**config.mk**
```make
export PLATFORM = sky130hd
export DESIGN_NAME = lcr_regs
export DESIGN_NICKNAME = d
export VERILOG_FILES = /design/src/design/lcr_pkg.sv /design/src/design/lcr_flag.sv /design/src/design/lcr_serial_port.sv /design/src/design/lcr_regs.sv
export SDC_FILE = /design/constraint.sdc
export NUM_CORES = 1
export LEC_CHECK = 0
export ABC_AREA = 1
export BUFFER_PORTS_ARGS = -buffer_cell sky130_fd_sc_hd__buf_4
export CAP_MARGIN = 15
export CORE_MARGIN = 8
export CORE_UTILIZATION = 33
export DETAILED_ROUTE_END_ITERATION = 10
export MAX_ROUTING_LAYER = met4
export REMOVE_ABC_BUFFERS = 1
export SYNTH_ARGS = -nofsm -noshare
export SYNTH_HDL_FRONTEND = slang
export SYNTH_SLANG_ARGS = --single-unit
```
**constraint.sdc**
```tcl
create_clock -name mclk -period 5 [get_ports mclk]
set_input_delay 0.75 -clock mclk [delete_from_list [all_inputs] [get_ports mclk]]
set_output_delay 0.75 -clock mclk [all_outputs]
set_load 0.01 [all_outputs]
```
**src/design/lcr_pkg.sv**
```systemverilog
// constants and types of the line interface control and interrupt registers
// Behaviour
// - receiver power follows its turn-on bit
// - transmitter off tri-states the line output pair
// - driver-fail enable gates driver-fail interrupt
// - signal-loss enable gates signal-loss interrupt
// - lock-loss enable gates lock-loss interrupt
// - fifo-limit enable gates near-limit interrupt
// - no fifo-limit interrupt while attenuator disabled
// - pattern-error enable lets bit errors interrupt
// - driver-fail flag latches change, clears on read
// - signal-loss flag latches change, clears on read
// - lock-loss flag latches change, clears on read
// - fifo-limit flag latches change, clears on read
// - pattern-error flag latches error, clears on read
// - counter-full flag latches saturation, clears on read
// - part identifier is read-only
// - interrupt output active low
// - alarm status read flushes attenuator fifo
package lcr_pkg;
   localparam int ADDR_W = 6;
   localparam int DATA_W = 8;
   localparam int CNT_W = 16;
   localparam int NUM_FLAGS = 6;
   localparam int NUM_LEVELS = 4;

   typedef logic [ADDR_W-1:0] lcr_addr_t;
   typedef logic [DATA_W-1:0] lcr_byte_t;

   // register offsets
   localparam lcr_addr_t OFF_REDUNDANCY = 6'h00;
   localparam lcr_addr_t OFF_IRQ_EN = 6'h01;
   localparam lcr_addr_t OFF_IRQ_STAT = 6'h02;
   localparam lcr_addr_t OFF_ALARM = 6'h03;
   localparam lcr_addr_t OFF_GIRQ_EN = 6'h20;
   localparam lcr_addr_t OFF_GIRQ_STAT = 6'h21;
   localparam lcr_addr_t OFF_CNT_HI = 6'h30;
   localparam lcr_addr_t OFF_CNT_LO = 6'h31;
   localparam lcr_addr_t OFF_HOLD = 6'h38;
   localparam lcr_addr_t OFF_PART = 6'h3E;
   localparam lcr_addr_t OFF_REV = 6'h3F;

   // field positions
   localparam int BIT_TX_ON = 0;
   localparam int BIT_RX_ON = 4;
   localparam int BIT_GIE = 0;
   localparam int BIT_GSTAT = 0;
   localparam int IDX_DRV = 0;
   localparam int IDX_SIG = 1;
   localparam int IDX_LOCK = 2;
   localparam int IDX_FIFO = 3;
   localparam int IDX_PAT = 4;
   localparam int IDX_SAT = 5;

   // reset values
   localparam logic RST_TX_ON = 1'b0;
   localparam logic RST_RX_ON = 1'b0;
   localparam logic [NUM_FLAGS-1:0] RST_IRQ_EN = 6'h00;
   localparam logic RST_GIE = 1'b0;
   localparam logic RST_FLAG = 1'b0;
   localparam logic [CNT_W-1:0] RST_CNT = 16'h0000;
   localparam lcr_byte_t RST_BYTE = 8'h00;

   localparam logic [CNT_W-1:0] CNT_MAX = 16'hFFFF;
   localparam logic [CNT_W-1:0] CNT_ONE = 16'h0001;

   // serial frame: rw, six address bits, one spare, eight data bits
   localparam int FR_CNT_W = 5;
   localparam logic [FR_CNT_W-1:0] FR_RW = 5'h00;
   localparam logic [FR_CNT_W-1:0] FR_SPARE = 5'h07;
   localparam logic [FR_CNT_W-1:0] FR_DATA = 5'h08;
   localparam logic [FR_CNT_W-1:0] FR_LAST = 5'h0F;
   localparam logic [FR_CNT_W-1:0] FR_LEN = 5'h10;

   // identification, values arbitrary
   localparam lcr_byte_t PART_ID_DEFAULT = 8'h5A;
   localparam lcr_byte_t REV_ID_DEFAULT = 8'h01;
endpackage : lcr_pkg

```
**src/design/lcr_flag.sv**
```systemverilog
// one sticky interrupt flag, set wins over clear
`timescale 1ns/100ps
module lcr_flag
   import lcr_pkg::*;
#(
   parameter logic RST_VAL = RST_FLAG
) (
   input wire logic mclk,  // system clock
   input wire logic rst_b, // async reset
   input wire logic set,   // event pulse
   input wire logic clr,   // clear pulse
   output logic flag       // sticky flag
);
   typedef struct packed {
      logic flag;
   } lcr_flag_s;

   lcr_flag_s st_r;
   lcr_flag_s st_nxt;

   always_comb begin
      st_nxt = st_r;
      if (clr) begin
         st_nxt.flag = 1'b0;
      end
      if (set) begin
         st_nxt.flag = 1'b1;
      end
   end

   always_ff @(posedge mclk or negedge rst_b) begin
      if (!rst_b) begin
         st_r.flag <= RST_VAL;
      end else begin
         st_r <= st_nxt;
      end
   end

   assign flag = st_r.flag;
endmodule : lcr_flag

```
**src/design/lcr_serial_port.sv**
```systemverilog
// serial host port slave: frame decode, read and write strobes
`timescale 1ns/100ps
module lcr_serial_port
   import lcr_pkg::*;
(
   input wire logic mclk,        // system clock
   input wire logic rst_b,       // async reset
   input wire logic sclk,        // host serial clock
   input wire logic cs_b,        // host chip select
   input wire logic sdi,         // host serial data in
   output logic sdo,             // serial data out
   output logic sdo_oe,          // sdo driven
   output logic rd_stb,          // read pulse
   output logic wr_stb,          // write pulse
   output lcr_addr_t addr,       // register offset
   output lcr_byte_t wdata,      // write byte
   input wire lcr_byte_t rdata   // read byte
);
   typedef struct packed {
      logic [FR_CNT_W-1:0] cnt;
      logic sclk_q;
      logic rw;
      lcr_addr_t addr;
      lcr_byte_t shin;
      lcr_byte_t shout;
      logic oe;
      logic rd;
      logic wr;
   } lcr_sp_s;

   lcr_sp_s st_r;
   lcr_sp_s st_nxt;
   logic rise;
   logic fall;

   assign rise = sclk & ~st_r.sclk_q;
   assign fall = ~sclk & st_r.sclk_q;

   always_comb begin
      st_nxt = st_r;
      st_nxt.sclk_q = sclk;
      st_nxt.rd = 1'b0;
      st_nxt.wr = 1'b0;
      if (cs_b) begin
         st_nxt.cnt = FR_RW;
         st_nxt.oe = 1'b0;
      end else begin
         if (rise && (st_r.cnt < FR_LEN)) begin
            st_nxt.cnt = st_r.cnt + 5'h01;
            if (st_r.cnt == FR_RW) begin
               st_nxt.rw = sdi;
            end else if (st_r.cnt < FR_SPARE) begin
               st_nxt.addr = {st_r.addr[ADDR_W-2:0], sdi};
            end else if (st_r.cnt >= FR_DATA) begin
               st_nxt.shin = {st_r.shin[DATA_W-2:0], sdi};
            end
            if (st_r.cnt == FR_SPARE) begin
               st_nxt.rd = st_r.rw;
               st_nxt.oe = st_r.rw;
            end
            if (st_r.cnt == FR_LAST) begin
               st_nxt.wr = ~st_r.rw;
            end
         end
         // next bit out after each falling edge of the data phase
         if (fall && (st_r.cnt > FR_DATA)) begin
            st_nxt.shout = {st_r.shout[DATA_W-2:0], 1'b0};
         end
         if (st_r.rd) begin
            st_nxt.shout = rdata;
         end
      end
   end

   always_ff @(posedge mclk or negedge rst_b) begin
      if (!rst_b) begin
         st_r <= '0;
      end else begin
         st_r <= st_nxt;
      end
   end

   assign sdo = st_r.shout[DATA_W-1];
   assign sdo_oe = st_r.oe;
   assign rd_stb = st_r.rd;
   assign wr_stb = st_r.wr;
   assign addr = st_r.addr;
   assign wdata = st_r.shin;
endmodule : lcr_serial_port

```
**src/design/lcr_regs.sv**
```systemverilog
// control and interrupt register bank behind the serial host port
`timescale 1ns/100ps
module lcr_regs
   import lcr_pkg::*;
#(
   parameter lcr_byte_t PART_ID = PART_ID_DEFAULT, // arbitrary value
   parameter lcr_byte_t REV_ID = REV_ID_DEFAULT    // arbitrary value
) (
   input wire logic mclk,                 // 10 MHz clock
   input wire logic rst_b,                // async reset
   input wire logic sclk,                 // host serial clock
   input wire logic cs_b,                 // host chip select
   input wire logic sdi,                  // host serial data in
   output logic sdo,                      // serial data out
   output logic sdo_oe,                   // sdo driven
   output logic irq_b,                    // interrupt, active low
   input wire logic driver_monitor_alarm, // driver failure level
   input wire logic receive_signal_loss,  // loss of signal level
   input wire logic receive_lock_loss,    // loss of lock level
   input wire logic fifo_near_limit,      // fifo within two bits
   input wire logic jitter_att_enabled,   // attenuator in use
   input wire logic pattern_bit_error,    // one pulse per error
   output logic receiver_turn_on,         // receiver powered
   output logic transmitter_turn_on,      // transmitter on
   output logic line_output_pair_oe,      // line output driven
   output logic fifo_flush                // flush pulse
);
   typedef struct packed {
      logic rx_on;
      logic tx_on;
      logic [NUM_FLAGS-1:0] irq_en;
      logic gie;
      logic [CNT_W-1:0] cnt;
      lcr_byte_t hold;
      logic [NUM_LEVELS-1:0] lvl_q;
      logic irq_b;
      logic flush;
   } lcr_regs_s;

   lcr_regs_s st_r;
   lcr_regs_s st_nxt;

   logic rd_stb;
   logic wr_stb;
   lcr_addr_t addr;
   lcr_byte_t wdata;
   lcr_byte_t rdata;
   logic [NUM_FLAGS-1:0] flags;
   logic [NUM_FLAGS-1:0] flag_set;
   logic [NUM_FLAGS-1:0] flag_clr;
   logic [NUM_FLAGS-1:0] pending;
   logic [NUM_LEVELS-1:0] lvl;
   logic any_pending;
   logic rd_stat;

   lcr_serial_port u_port (
      .mclk(mclk),
      .rst_b(rst_b),
      .sclk(sclk),
      .cs_b(cs_b),
      .sdi(sdi),
      .sdo(sdo),
      .sdo_oe(sdo_oe),
      .rd_stb(rd_stb),
      .wr_stb(wr_stb),
      .addr(addr),
      .wdata(wdata),
      .rdata(rdata)
   );

   // alarm levels watched for change; fifo level ignored when off
   always_comb begin
      lvl = '0;
      lvl[IDX_DRV] = driver_monitor_alarm;
      lvl[IDX_SIG] = receive_signal_loss;
      lvl[IDX_LOCK] = receive_lock_loss;
      lvl[IDX_FIFO] = fifo_near_limit & jitter_att_enabled;
   end

   assign rd_stat = rd_stb && (addr == OFF_IRQ_STAT);

   always_comb begin
      flag_set = '0;
      flag_set[IDX_DRV] = lvl[IDX_DRV] ^ st_r.lvl_q[IDX_DRV];
      flag_set[IDX_SIG] = lvl[IDX_SIG] ^ st_r.lvl_q[IDX_SIG];
      flag_set[IDX_LOCK] = lvl[IDX_LOCK] ^ st_r.lvl_q[IDX_LOCK];
      flag_set[IDX_FIFO] = lvl[IDX_FIFO] ^ st_r.lvl_q[IDX_FIFO];
      flag_set[IDX_PAT] = pattern_bit_error;
      flag_set[IDX_SAT] = (st_nxt.cnt == CNT_MAX)
         && (st_r.cnt != CNT_MAX);
      flag_clr = {NUM_FLAGS{rd_stat}};
   end

   genvar gi;
   generate
      for (gi = 0; gi < NUM_FLAGS; gi++) begin : g_flag
         lcr_flag #(
            .RST_VAL(RST_FLAG)
         ) u_flag (
            .mclk(mclk),
            .rst_b(rst_b),
            .set(flag_set[gi]),
            .clr(flag_clr[gi]),
            .flag(flags[gi])
         );
      end
   endgenerate

   always_comb begin
      pending = flags & st_r.irq_en;
      pending[IDX_FIFO] = flags[IDX_FIFO] & st_r.irq_en[IDX_FIFO]
         & jitter_att_enabled;
   end

   assign any_pending = |pending;

   // read data, reserved offsets and bits zero
   always_comb begin
      rdata = RST_BYTE;
      unique case (addr)
         OFF_REDUNDANCY: begin
            rdata[BIT_RX_ON] = st_r.rx_on;
            rdata[BIT_TX_ON] = st_r.tx_on;
         end
         OFF_IRQ_EN: begin
            rdata[NUM_FLAGS-1:0] = st_r.irq_en;
         end
         OFF_IRQ_STAT: begin
            rdata[NUM_FLAGS-1:0] = flags;
         end
         OFF_ALARM: begin
            rdata[NUM_LEVELS-1:0] = lvl;
         end
         OFF_GIRQ_EN: begin
            rdata[BIT_GIE] = st_r.gie;
         end
         OFF_GIRQ_STAT: begin
            rdata[BIT_GSTAT] = any_pending;
         end
         OFF_CNT_HI: begin
            rdata = st_r.cnt[CNT_W-1:DATA_W];
         end
         OFF_CNT_LO: begin
            rdata = st_r.cnt[DATA_W-1:0];
         end
         OFF_HOLD: begin
            rdata = st_r.hold;
         end
         OFF_PART: begin
            rdata = PART_ID;
         end
         OFF_REV: begin
            rdata = REV_ID;
         end
         default: begin
            rdata = RST_BYTE;
         end
      endcase
   end

   always_comb begin
      st_nxt = st_r;
      st_nxt.lvl_q = lvl;
      st_nxt.flush = rd_stb && (addr == OFF_ALARM);
      // reading the high byte snapshots the low byte and restarts
      if (rd_stb && (addr == OFF_CNT_HI)) begin
         st_nxt.hold = st_r.cnt[DATA_W-1:0];
         st_nxt.cnt = RST_CNT;
         if (pattern_bit_error) begin
            st_nxt.cnt = CNT_ONE;
         end
      end else if (pattern_bit_error && (st_r.cnt != CNT_MAX)) begin
         st_nxt.cnt = st_r.cnt + CNT_ONE;
      end
      // writes to read-only or reserved offsets are dropped
      if (wr_stb) begin
         unique case (addr)
            OFF_REDUNDANCY: begin
               st_nxt.rx_on = wdata[BIT_RX_ON];
               st_nxt.tx_on = wdata[BIT_TX_ON];
            end
            OFF_IRQ_EN: begin
               st_nxt.irq_en = wdata[NUM_FLAGS-1:0];
            end
            OFF_GIRQ_EN: begin
               st_nxt.gie = wdata[BIT_GIE];
            end
            default: begin
               st_nxt.gie = st_r.gie;
            end
         endcase
      end
      st_nxt.irq_b = ~(st_r.gie & any_pending);
   end

   always_ff @(posedge mclk or negedge rst_b) begin
      if (!rst_b) begin
         st_r.rx_on <= RST_RX_ON;
         st_r.tx_on <= RST_TX_ON;
         st_r.irq_en <= RST_IRQ_EN;
         st_r.gie <= RST_GIE;
         st_r.cnt <= RST_CNT;
         st_r.hold <= RST_BYTE;
         st_r.lvl_q <= '0;
         st_r.irq_b <= 1'b1;
         st_r.flush <= 1'b0;
      end else begin
         st_r <= st_nxt;
      end
   end

   assign irq_b = st_r.irq_b;
   assign receiver_turn_on = st_r.rx_on;
   assign transmitter_turn_on = st_r.tx_on;
   assign line_output_pair_oe = st_r.tx_on;
   assign fifo_flush = st_r.flush;
endmodule : lcr_regs

```
# Yosys cells after proc, flatten, opt, wreduce, memory -nomap -nowiden
# Index checks and enable logic that the tools add are counted.
# classes
addsub	2
bitwise_logic	18
muxes	24
multipliers	0
shifts	0
n_reduce_logical	27
div	0
magnitude_cmp	4
n_eq_ne	14
# ops
cell	count
6-bit == test (second input constant)	7
16-bit two-way mux	2
3-bit one-hot mux with 7 select lines	1
2-bit nonzero test	9
16-bit by 1-bit adder with 16-bit output (second input constant)	1
16-bit == test (second input constant)	1
8-bit two-way mux	2
16-bit inequality test (second input constant)	1
6-bit by 2-bit == test with 1-bit output (second input constant)	2
1-bit two-way mux	10
5-bit two-way mux	2
1-bit one-hot mux with 10 select lines	1
2-bit AND reduction	5
2-bit one-hot mux with 4 select lines	1
1-bit logical AND	7
1-bit inverter	7
1-bit one-hot mux with 7 select lines	1
1-bit AND	6
6-bit AND	1
6-bit by 1-bit == test with 1-bit output (second input constant)	1
6-bit logical NOT	1
6-bit OR reduction	1
5-bit by 1-bit adder with 5-bit output (second input constant)	1
5-bit by 3-bit == test with 1-bit output (second input constant)	1
13 further kinds	17
# totals
latch_bits	0
mem_count	0
rom_bits	0
regBits	75
elab_cells	113
mem_bits_rw	0

# Longest topological paths before layout
# Gate-level depths: netlist of the first run.
# depth
word_depth	7
depth_mapped	15
mapped_depth_nobuf	14

# Modules after synthesis
# A second synthesis of the first run with hierarchy kept.
# hier_totals
hier_cells	562
area_unflattened_um2	4277.9
# by_module_without_submodules
module	cells_each	n_inst	area_per_inst_um2
lcr_regs	341	1	2426.1
lcr_serial_port	191	1	1611.5
lcr_flag	5	6	40.0

# Worst setup path after synthesis of the first run
# No wires, ideal clock.
# synth_path
path_kind	input to register
start	input port sclk
end	register u_port.st_r, in the netlist u_port.addr[0]
t_arrival_ps	1733
n_path_buf	1
cell_stages	8
setup_slack_ps	3135
t_required_ps	4868
setup_time_ps	132
path_cell_list	nand2_1 > nor2_1 > inv_1 > nor2_1 > nand4_1 > clkbuf_1 > nand2_1 > o21ai_0
# synth_between
elab_chain_len	3
# synth_lines
element	line	text
start: declaration	lcr_regs.sv:11	input wire logic sclk,
1-bit AND	lcr_serial_port.sv:36	assign rise = sclk & ~st_r.sclk_q;
1-bit logical AND	lcr_serial_port.sv:48	if (rise && (st_r.cnt < FR_LEN)) begin
4-bit AND reduction (no source line)	-	
end signal: assignment	lcr_serial_port.sv:79	st_r <= st_nxt;
end: declaration	lcr_serial_port.sv:31	lcr_sp_s st_r;
# No other way between the ends.
# A chain may end at the register's enable or synchronous reset.

==> results of run 1 <==
==> critical path: stages (launching register included) <==
cell and delay, ns:
dfrtp_1 0.42, nor2_1 0.26, nand3_2 0.19, inv_1 0.18, nand2_2 0.33, inv_1 0.25
nand2_1 0.07, nand3_1 0.10, nand3_1 0.08, nor2_1 0.10, nand2_1 0.06, nand2_1 0.05
==> power groups by stage <==
stage / sequential, uW / clock (uW) / combinational, uW
floorplan: 765 / 0 / 436
global placement: 796 / 0 / 567
detailed placement: 800 / 0 / 572
CTS: 788 / 718 / 575
global route: 803 / 738 / 662
finish: 789 / 699 / 570
==> per-layer routing <==
metal / global-route usage [%] / up-vias / share of wire [%] / routed length [um]
li1: - / 1701 / - / -
met4: 5.16 / 0 / 2.0 / 185
met5: - / - / 0 / 0
met2: 19.9 / 77 / 46 / 4300
met1: 16.1 / 1651 / 48 / 4540
met3: 3.74 / 17 / 4.5 / 430
==> cell families after synthesis <==
logic type / count (synthesis)
simple gates: 264
compound gates: 83
buf+inv: 83
flops: 75
xor+xnor: 9
fa+ha+maj: 4
mux: 1
==> cells in the mapped netlist (2+ instances only) <==
library cell / n / share of area (%)
nand3_1: 34 / 4.3
nand2_2: 3 / 0.47
nor2_1: 50 / 4.7
o221ai_1: 2 / 0.44
a31oi_1: 2 / 0.32
nor2_2: 5 / 0.79
dfrtp_1: 74 / 47
buf_2: 3 / 0.38
o2111ai_1: 2 / 0.44
xnor2_1: 5 / 1.1
a21oi_1: 20 / 2.5
nor2_4: 2 / 0.57
inv_1: 71 / 6.7
buf_6: 3 / 0.85
nand2_4: 3 / 0.85
ha_1: 4 / 1.3
xor2_1: 4 / 0.88
nor3_1: 7 / 0.88
a211oi_1: 2 / 0.38
o22ai_1: 3 / 0.47
a22oi_1: 4 / 0.76
clkbuf_1: 4 / 0.38
nand2_1: 144 / 14
nand4_1: 12 / 1.9
nor4_1: 2 / 0.32
o21ai_0: 45 / 5.7
==> placed cells by master (no fill, tap or decap), drive strengths merged, types with 11 or more instances in the layout <==
cell,netlist,final
o21ai,46,46
buf,7,17
inv,72,73
nor2,57,57
nand2,150,150
clkbuf,4,11
a21oi,20,20
nand4,12,12
dfrtp,74,74
nand3,35,35
==> worst min-delay path by stage <==
stage | start | end | slack (ns) | cells after the start
finish | st_r[30] | irq_b | 0.44 | 1
global route | st_r[30] | irq_b | 0.47 | 1
CTS | st_r[30] | irq_b | 0.45 | 1
detailed placement | st_r[30] | irq_b | 0.43 | 1
global placement | st_r[30] | irq_b | 0.44 | 1
floorplan | st_r[30] | irq_b | 0.40 | 1
==> final cells by class <==
type	count	share of cell area, %
clock buffer	11	5.15
inverter	72	5.98
sequential	75	41.5
clock inverter	5	1.91
multi-input combinational	361	38.5
tap	147	4.07
timing repair buffer	17	2.82
==> metrics by stage <==
step	util (%)	hold WS, ns	total power [uW]	area [um2]
floorplan	-	0.398	1200	3890
global route	38.1	0.468	2200	4520
detailed placement	35.4	0.428	1370	4200
global placement	35.4	0.436	1360	4200
finish	38.1	0.444	2060	4520
CTS	38.1	0.446	2080	4520
==> flip-flops by register name (all words and copies together), names as in the netlist, 6 cells and up <==
register            count
st_r                   35
u_port.addr             6
g_flag.u_flag.flag      6
u_port.st_r            14
u_port.wdata            6
==> impl_metrics.json, run 1 <==
{
  "outcome": "finished clean",
  "clk_pin_slew_worst_paths_ns": 0.06,
  "synth.distinct_cells": 35,
  "dr.pass1.iters": 6,
  "fin_skew_ns": 0.00527,
  "synth-xor-area-share_pct": 1.99,
  "clockBufferDepth": 2,
  "r2r_slack_ns": 2.84,
  "grt_util_all_layers_pct": 13.1,
  "ctsHoldBuffers": 0,
  "instances_no_fill": 688,
  "grt_max_degree": 76,
  "tightest_slew_ns": 0.972,
  "worstSetupPathType": "flip-flop to flip-flop",
  "critPathRequiredTime_ns": 5.28,
  "grt_pass1_wl_mm": 16.1,
  "cts_setup_buffers": 0,
  "ios": 18,
  "die_h_um": 126,
  "drcViolationCount": 0,
  "p_seq_share_pct": 38.3,
  "pwr-share-clk_pct": 33.9,
  "htreeDepth": 3,
  "wirelength_mm": 9.46,
  "start_kind": "flip-flop",
  "port_buffers": 17,
  "first_global_vias": 3339,
  "cts_buffers": 9,
  "rsz0062_at_grt": "no",
  "finalCritPeriodShare_pct": 43.2,
  "synth-compound-area-share_pct": 11.6,
  "grt-ovfl-total": 0,
  "dr.first_iter.drc_count": 226,
  "synthAdderAreaFrac_pct": 1.26,
  "hpwl_mm": 7.05,
  "worst-path-max-fanout": 30,
  "yosysWarnings": 0,
  "die_w_um": 126,
  "nets": 551,
  "ff2ff_path_depth": 11,
  "ir_worst_vdd_v": 0.000243,
  "fin_crit_ns": 2.16,
  "fmax_mhz": 463,
  "synthCells": 519,
  "seq_area_um2": 1880,
  "initial_core_util_pct": 33.4,
  "p_int_uw": 1310,
  "synth-simple-area-share_pct": 28.9,
  "timing.rr.end": "g_flag[5].u_flag.flag",
  "leakagePower_uw": 0.00225,
  "synth_top_family_by_area": "simple AND/OR/NAND/NOR gates",
  "hold_path_class": "flip-flop to flip-flop",
  "rows": 40,
  "drive_above_1_share_pct": 9.06,
  "ys.flop_type": "dfrtp_1",
  "viasPerCell": 5.01,
  "dp_cells": 672,
  "seq_area_frac_synth_pct": 47.4,
  "synth_mux_area_share_pct": 0.284,
  "maxCapViolations": 0,
  "cp-end-kind": "flip-flop",
  "max-slew-margin-rel_pct": 35.2,
  "wl_per_cell_um": 13.7,
  "swShare_pct": 36.5,
  "timing.final.ws_setup_ns": 2.84,
  "hold_violations": 0,
  "vias": 3446,
  "r2r_start": "u_port.addr[0]",
  "clk_latency_ns": 0.34,
  "comb_power_share_pct": 27.7,
  "ys_seq_elements": 75,
  "cts_resized": 0,
  "cts_tree": "built",
  "die-area_um2": 15800,
  "synthArstFlopShare_pct": 100,
  "globalplace.congestion": 0.873,
  "clock-sinks": 75,
  "multiInputGateArea_um2": 1740,
  "cts_root_buffer": "clkbuf_16",
  "finalMaxSlewViolations": 0,
  "cp.arrival_ns": 2.44,
  "syn_area_um2": 3960,
  "nFillCells": 1215,
  "area_growth_pct": 14.1,
  "diodes": 0,
  "p_switching_uw": 752,
  "coreArea_um2": 11900,
  "crit_path_end": "g_flag[5].u_flag.flag",
  "startpoint": "u_port.addr[0]",
  "antenna_found_initial": 0,
  "syn_area_per_cell_um2": 7.63,
  "ant_nets": 0,
  "synth-edff-count": 0,
  "dpl_worst_slack_ns": 2.70,
  "finalSetupTns_ns": 0,
  "p_per_area_nw_per_um2": 455,
  "setup_viol": 0
}
(Power assumes the default switching activity.)
==> run 2: changes to the inputs <==
==> constraint.sdc (replaced) <==
create_clock -name mclk -period 1.8 [get_ports mclk]
set_input_delay 0.27 -clock mclk [delete_from_list [all_inputs] [get_ports mclk]]
set_output_delay 0.27 -clock mclk [all_outputs]
set_load 0.01 [all_outputs]
==> run 2 against run 1 <==
Compared with the run above: register-to-register slack got worse by 2.8 ns; final area grew 11%; largest cell class unchanged; routed wire length up 8.7%; critical path type unchanged; clock skew grew 0.00087 ns; sequential share of layout area is 4.2 points lower; clock power rose to 2.9 times the previous value.
==> impl_metrics.json, run 2 (synthesis results as in run 1) <==
{
  "place_area_um2": 4450,
  "setup_viol": 0,
  "ir_worst_vdd_v": 0.000777,
  "final_common_cell": "nand2_1",
  "fmax_mhz": 572,
  "final_cell_mix": "135 x nand2_1, 72 x dfrtp_1, 68 x inv_1",
  "hold_violations": 0,
  "worstSetupPathType": "flip-flop to flip-flop",
  "worst-path-max-fanout": 7,
  "rows": 40,
  "finalMaxSlewViolations": 0,
  "clockBufferDepth": 2,
  "outcome": "finished clean",
  "dr.pass1.iters": 5,
  "nets": 596,
  "area_growth_pct": 27.2,
  "seq_area_um2": 1880,
  "dr.first_iter.drc_count": 331,
  "finalSetupTns_ns": 0,
  "drive_above_1_share_pct": 21.7,
  "multiInputGateArea_um2": 1870,
  "clock-sinks": 75,
  "dpl_worst_slack_ns": -0.236,
  "first_global_vias": 3570,
  "grt-ovfl-total": 0,
  "die_h_um": 126,
  "dp_cells": 702,
  "r2r_start": "st_r[15]",
  "hpwl_mm": 7.53,
  "die-area_um2": 15800,
  "critPathRequiredTime_ns": 2.08,
  "regMostFlops": "st_r",
  "start_kind": "flip-flop",
  "grt_max_degree": 41,
  "hold_start": "sclk",
  "maxCapViolations": 0,
  "fin_crit_ns": 1.75,
  "max-slew-margin-rel_pct": 63.3,
  "instances_no_fill": 733,
  "final_area_um2": 5040,
  "startpoint": "st_r[15]",
  "ant_nets": 0,
  "rsz0062_at_grt": "yes",
  "p_per_area_nw_per_um2": 1280,
  "cp-end-kind": "flip-flop",
  "hold_path_class": "primary input to flip-flop",
  "cts_tree": "built",
  "fin_skew_ns": 0.00614,
  "timing.hold.ws_ns": 0.0575,
  "coreArea_um2": 11900,
  "tightest_slew_ns": 0.550,
  "leakagePower_uw": 0.00252,
  "diodes": 0,
  "ios": 18,
  "grt_util_all_layers_pct": 13.7,
  "grt_pass1_wl_mm": 17.1,
  "clk_pin_slew_worst_paths_ns": 0.06,
  "finalCritPeriodShare_pct": 97.1,
  "drcViolationCount": 0,
  "globalplace.congestion": 0.862,
  "largestRegisters": "st_r: 35 flops, u_port.st_r: 14 flops",
  "cp.arrival_ns": 2.02,
  "critical_path.max_stage_delay_ns": 0.37,
  "cts_buffers": 9,
  "viasPerCell": 4.95,
  "timing.final.ws_setup_ns": 0.0519,
  "vias": 3628,
  "wirelength_mm": 10.3,
  "cp_slowest_cell": "dfrtp_1",
  "initial_core_util_pct": 33.4,
  "htreeDepth": 3,
  "wl_per_cell_um": 14.0,
  "clk_latency_ns": 0.34,
  "nFillCells": 1135,
  "path_cells": "ha_2 -> inv_2 -> nor2_4 -> nand2_4 -> nor2_4 -> nor2_4 -> buf_6 -> nand2_2 -> nand3_2 -> nor2_2 -> nand2_1 -> nor2_1 -> nand2_1 -> nand2_1",
  "cts_root_buffer": "clkbuf_16",
  "port_buffers": 17,
  "die_w_um": 126,
  "antenna_found_initial": 0,
  "largest_reg_flops": 35
}
## run 2: cell types whose count changed in the layout (fill, tap and decap cells not counted), moves of 8 or more
cell / delta
nand2_1: -9
buf_4: +39
nor2_1: -10
nand2_2: +8
## run 2: worst max-delay path: cells and delay by family, from the launching register on
kind / cells / cell delay [ns]
simple gates: 11 / 0.93
fa+ha+maj: 1 / 0.20
buf+inv: 2 / 0.19
flops: 1 / 0.37
## run 2: stage by stage
stage          power, uW  util, %
2_1_floorplan       3330        -
3_3_place_gp        4020     37.5
3_5_place_dp        4030     37.5
4_1_cts             6090     40.8
5_1_grt             6840     42.5
6_report            6450     42.5
## run 2: worst paths after layout
path | to | slack [ns] | depth (start not counted)
max | g_flag[5].u_flag.flag | 0.05 | 14
min | u_port.st_r[26] | 0.06 | 1
max reg2reg | g_flag[5].u_flag.flag | 0.05 | 14
min reg2reg | irq_b | 0.45 | 1
max in group asynchronous | irq_b | 0.71 | 3
min in group asynchronous | st_r[24] | 0.47 | 2
## run 2: timing repair
item | 4_1_cts | 5_1_grt
setup buffers | 4 | 10
hold buffers | 1 | 0
pin swaps | 1 | 20
resized for setup | 5 | 40
setup endpoints to repair | 3 | 13
hold endpoints to repair | 37 | 0
## run 2: power breakdown
part / internal (uW) / switching [uW] / leakage (uW) / total, uW
registers: 1910 / 240 / 0.000920 / 2150
clock network: 1270 / 746 / 0.000160 / 2010
logic: 890 / 1400 / 0.00144 / 2290
## run 2: per-layer routing
metal / part of all wire (%) / routed length [um] / global-route usage, %
met3: 4.3 / 444 / 3.48
met5: 0 / 0 / -
met1: 46 / 4720 / 16.5
met2: 48 / 4900 / 22.0
met4: 2.1 / 215 / 4.51
## run 2: final cells by class
type | instances | share of cell area (%)
multi-input combinational | 361 | 37.0
tap | 147 | 3.65
inverter | 72 | 5.37
clock buffer | 10 | 4.74
timing repair buffer | 62 | 10.0
clock inverter | 6 | 1.86
sequential | 75 | 37.3
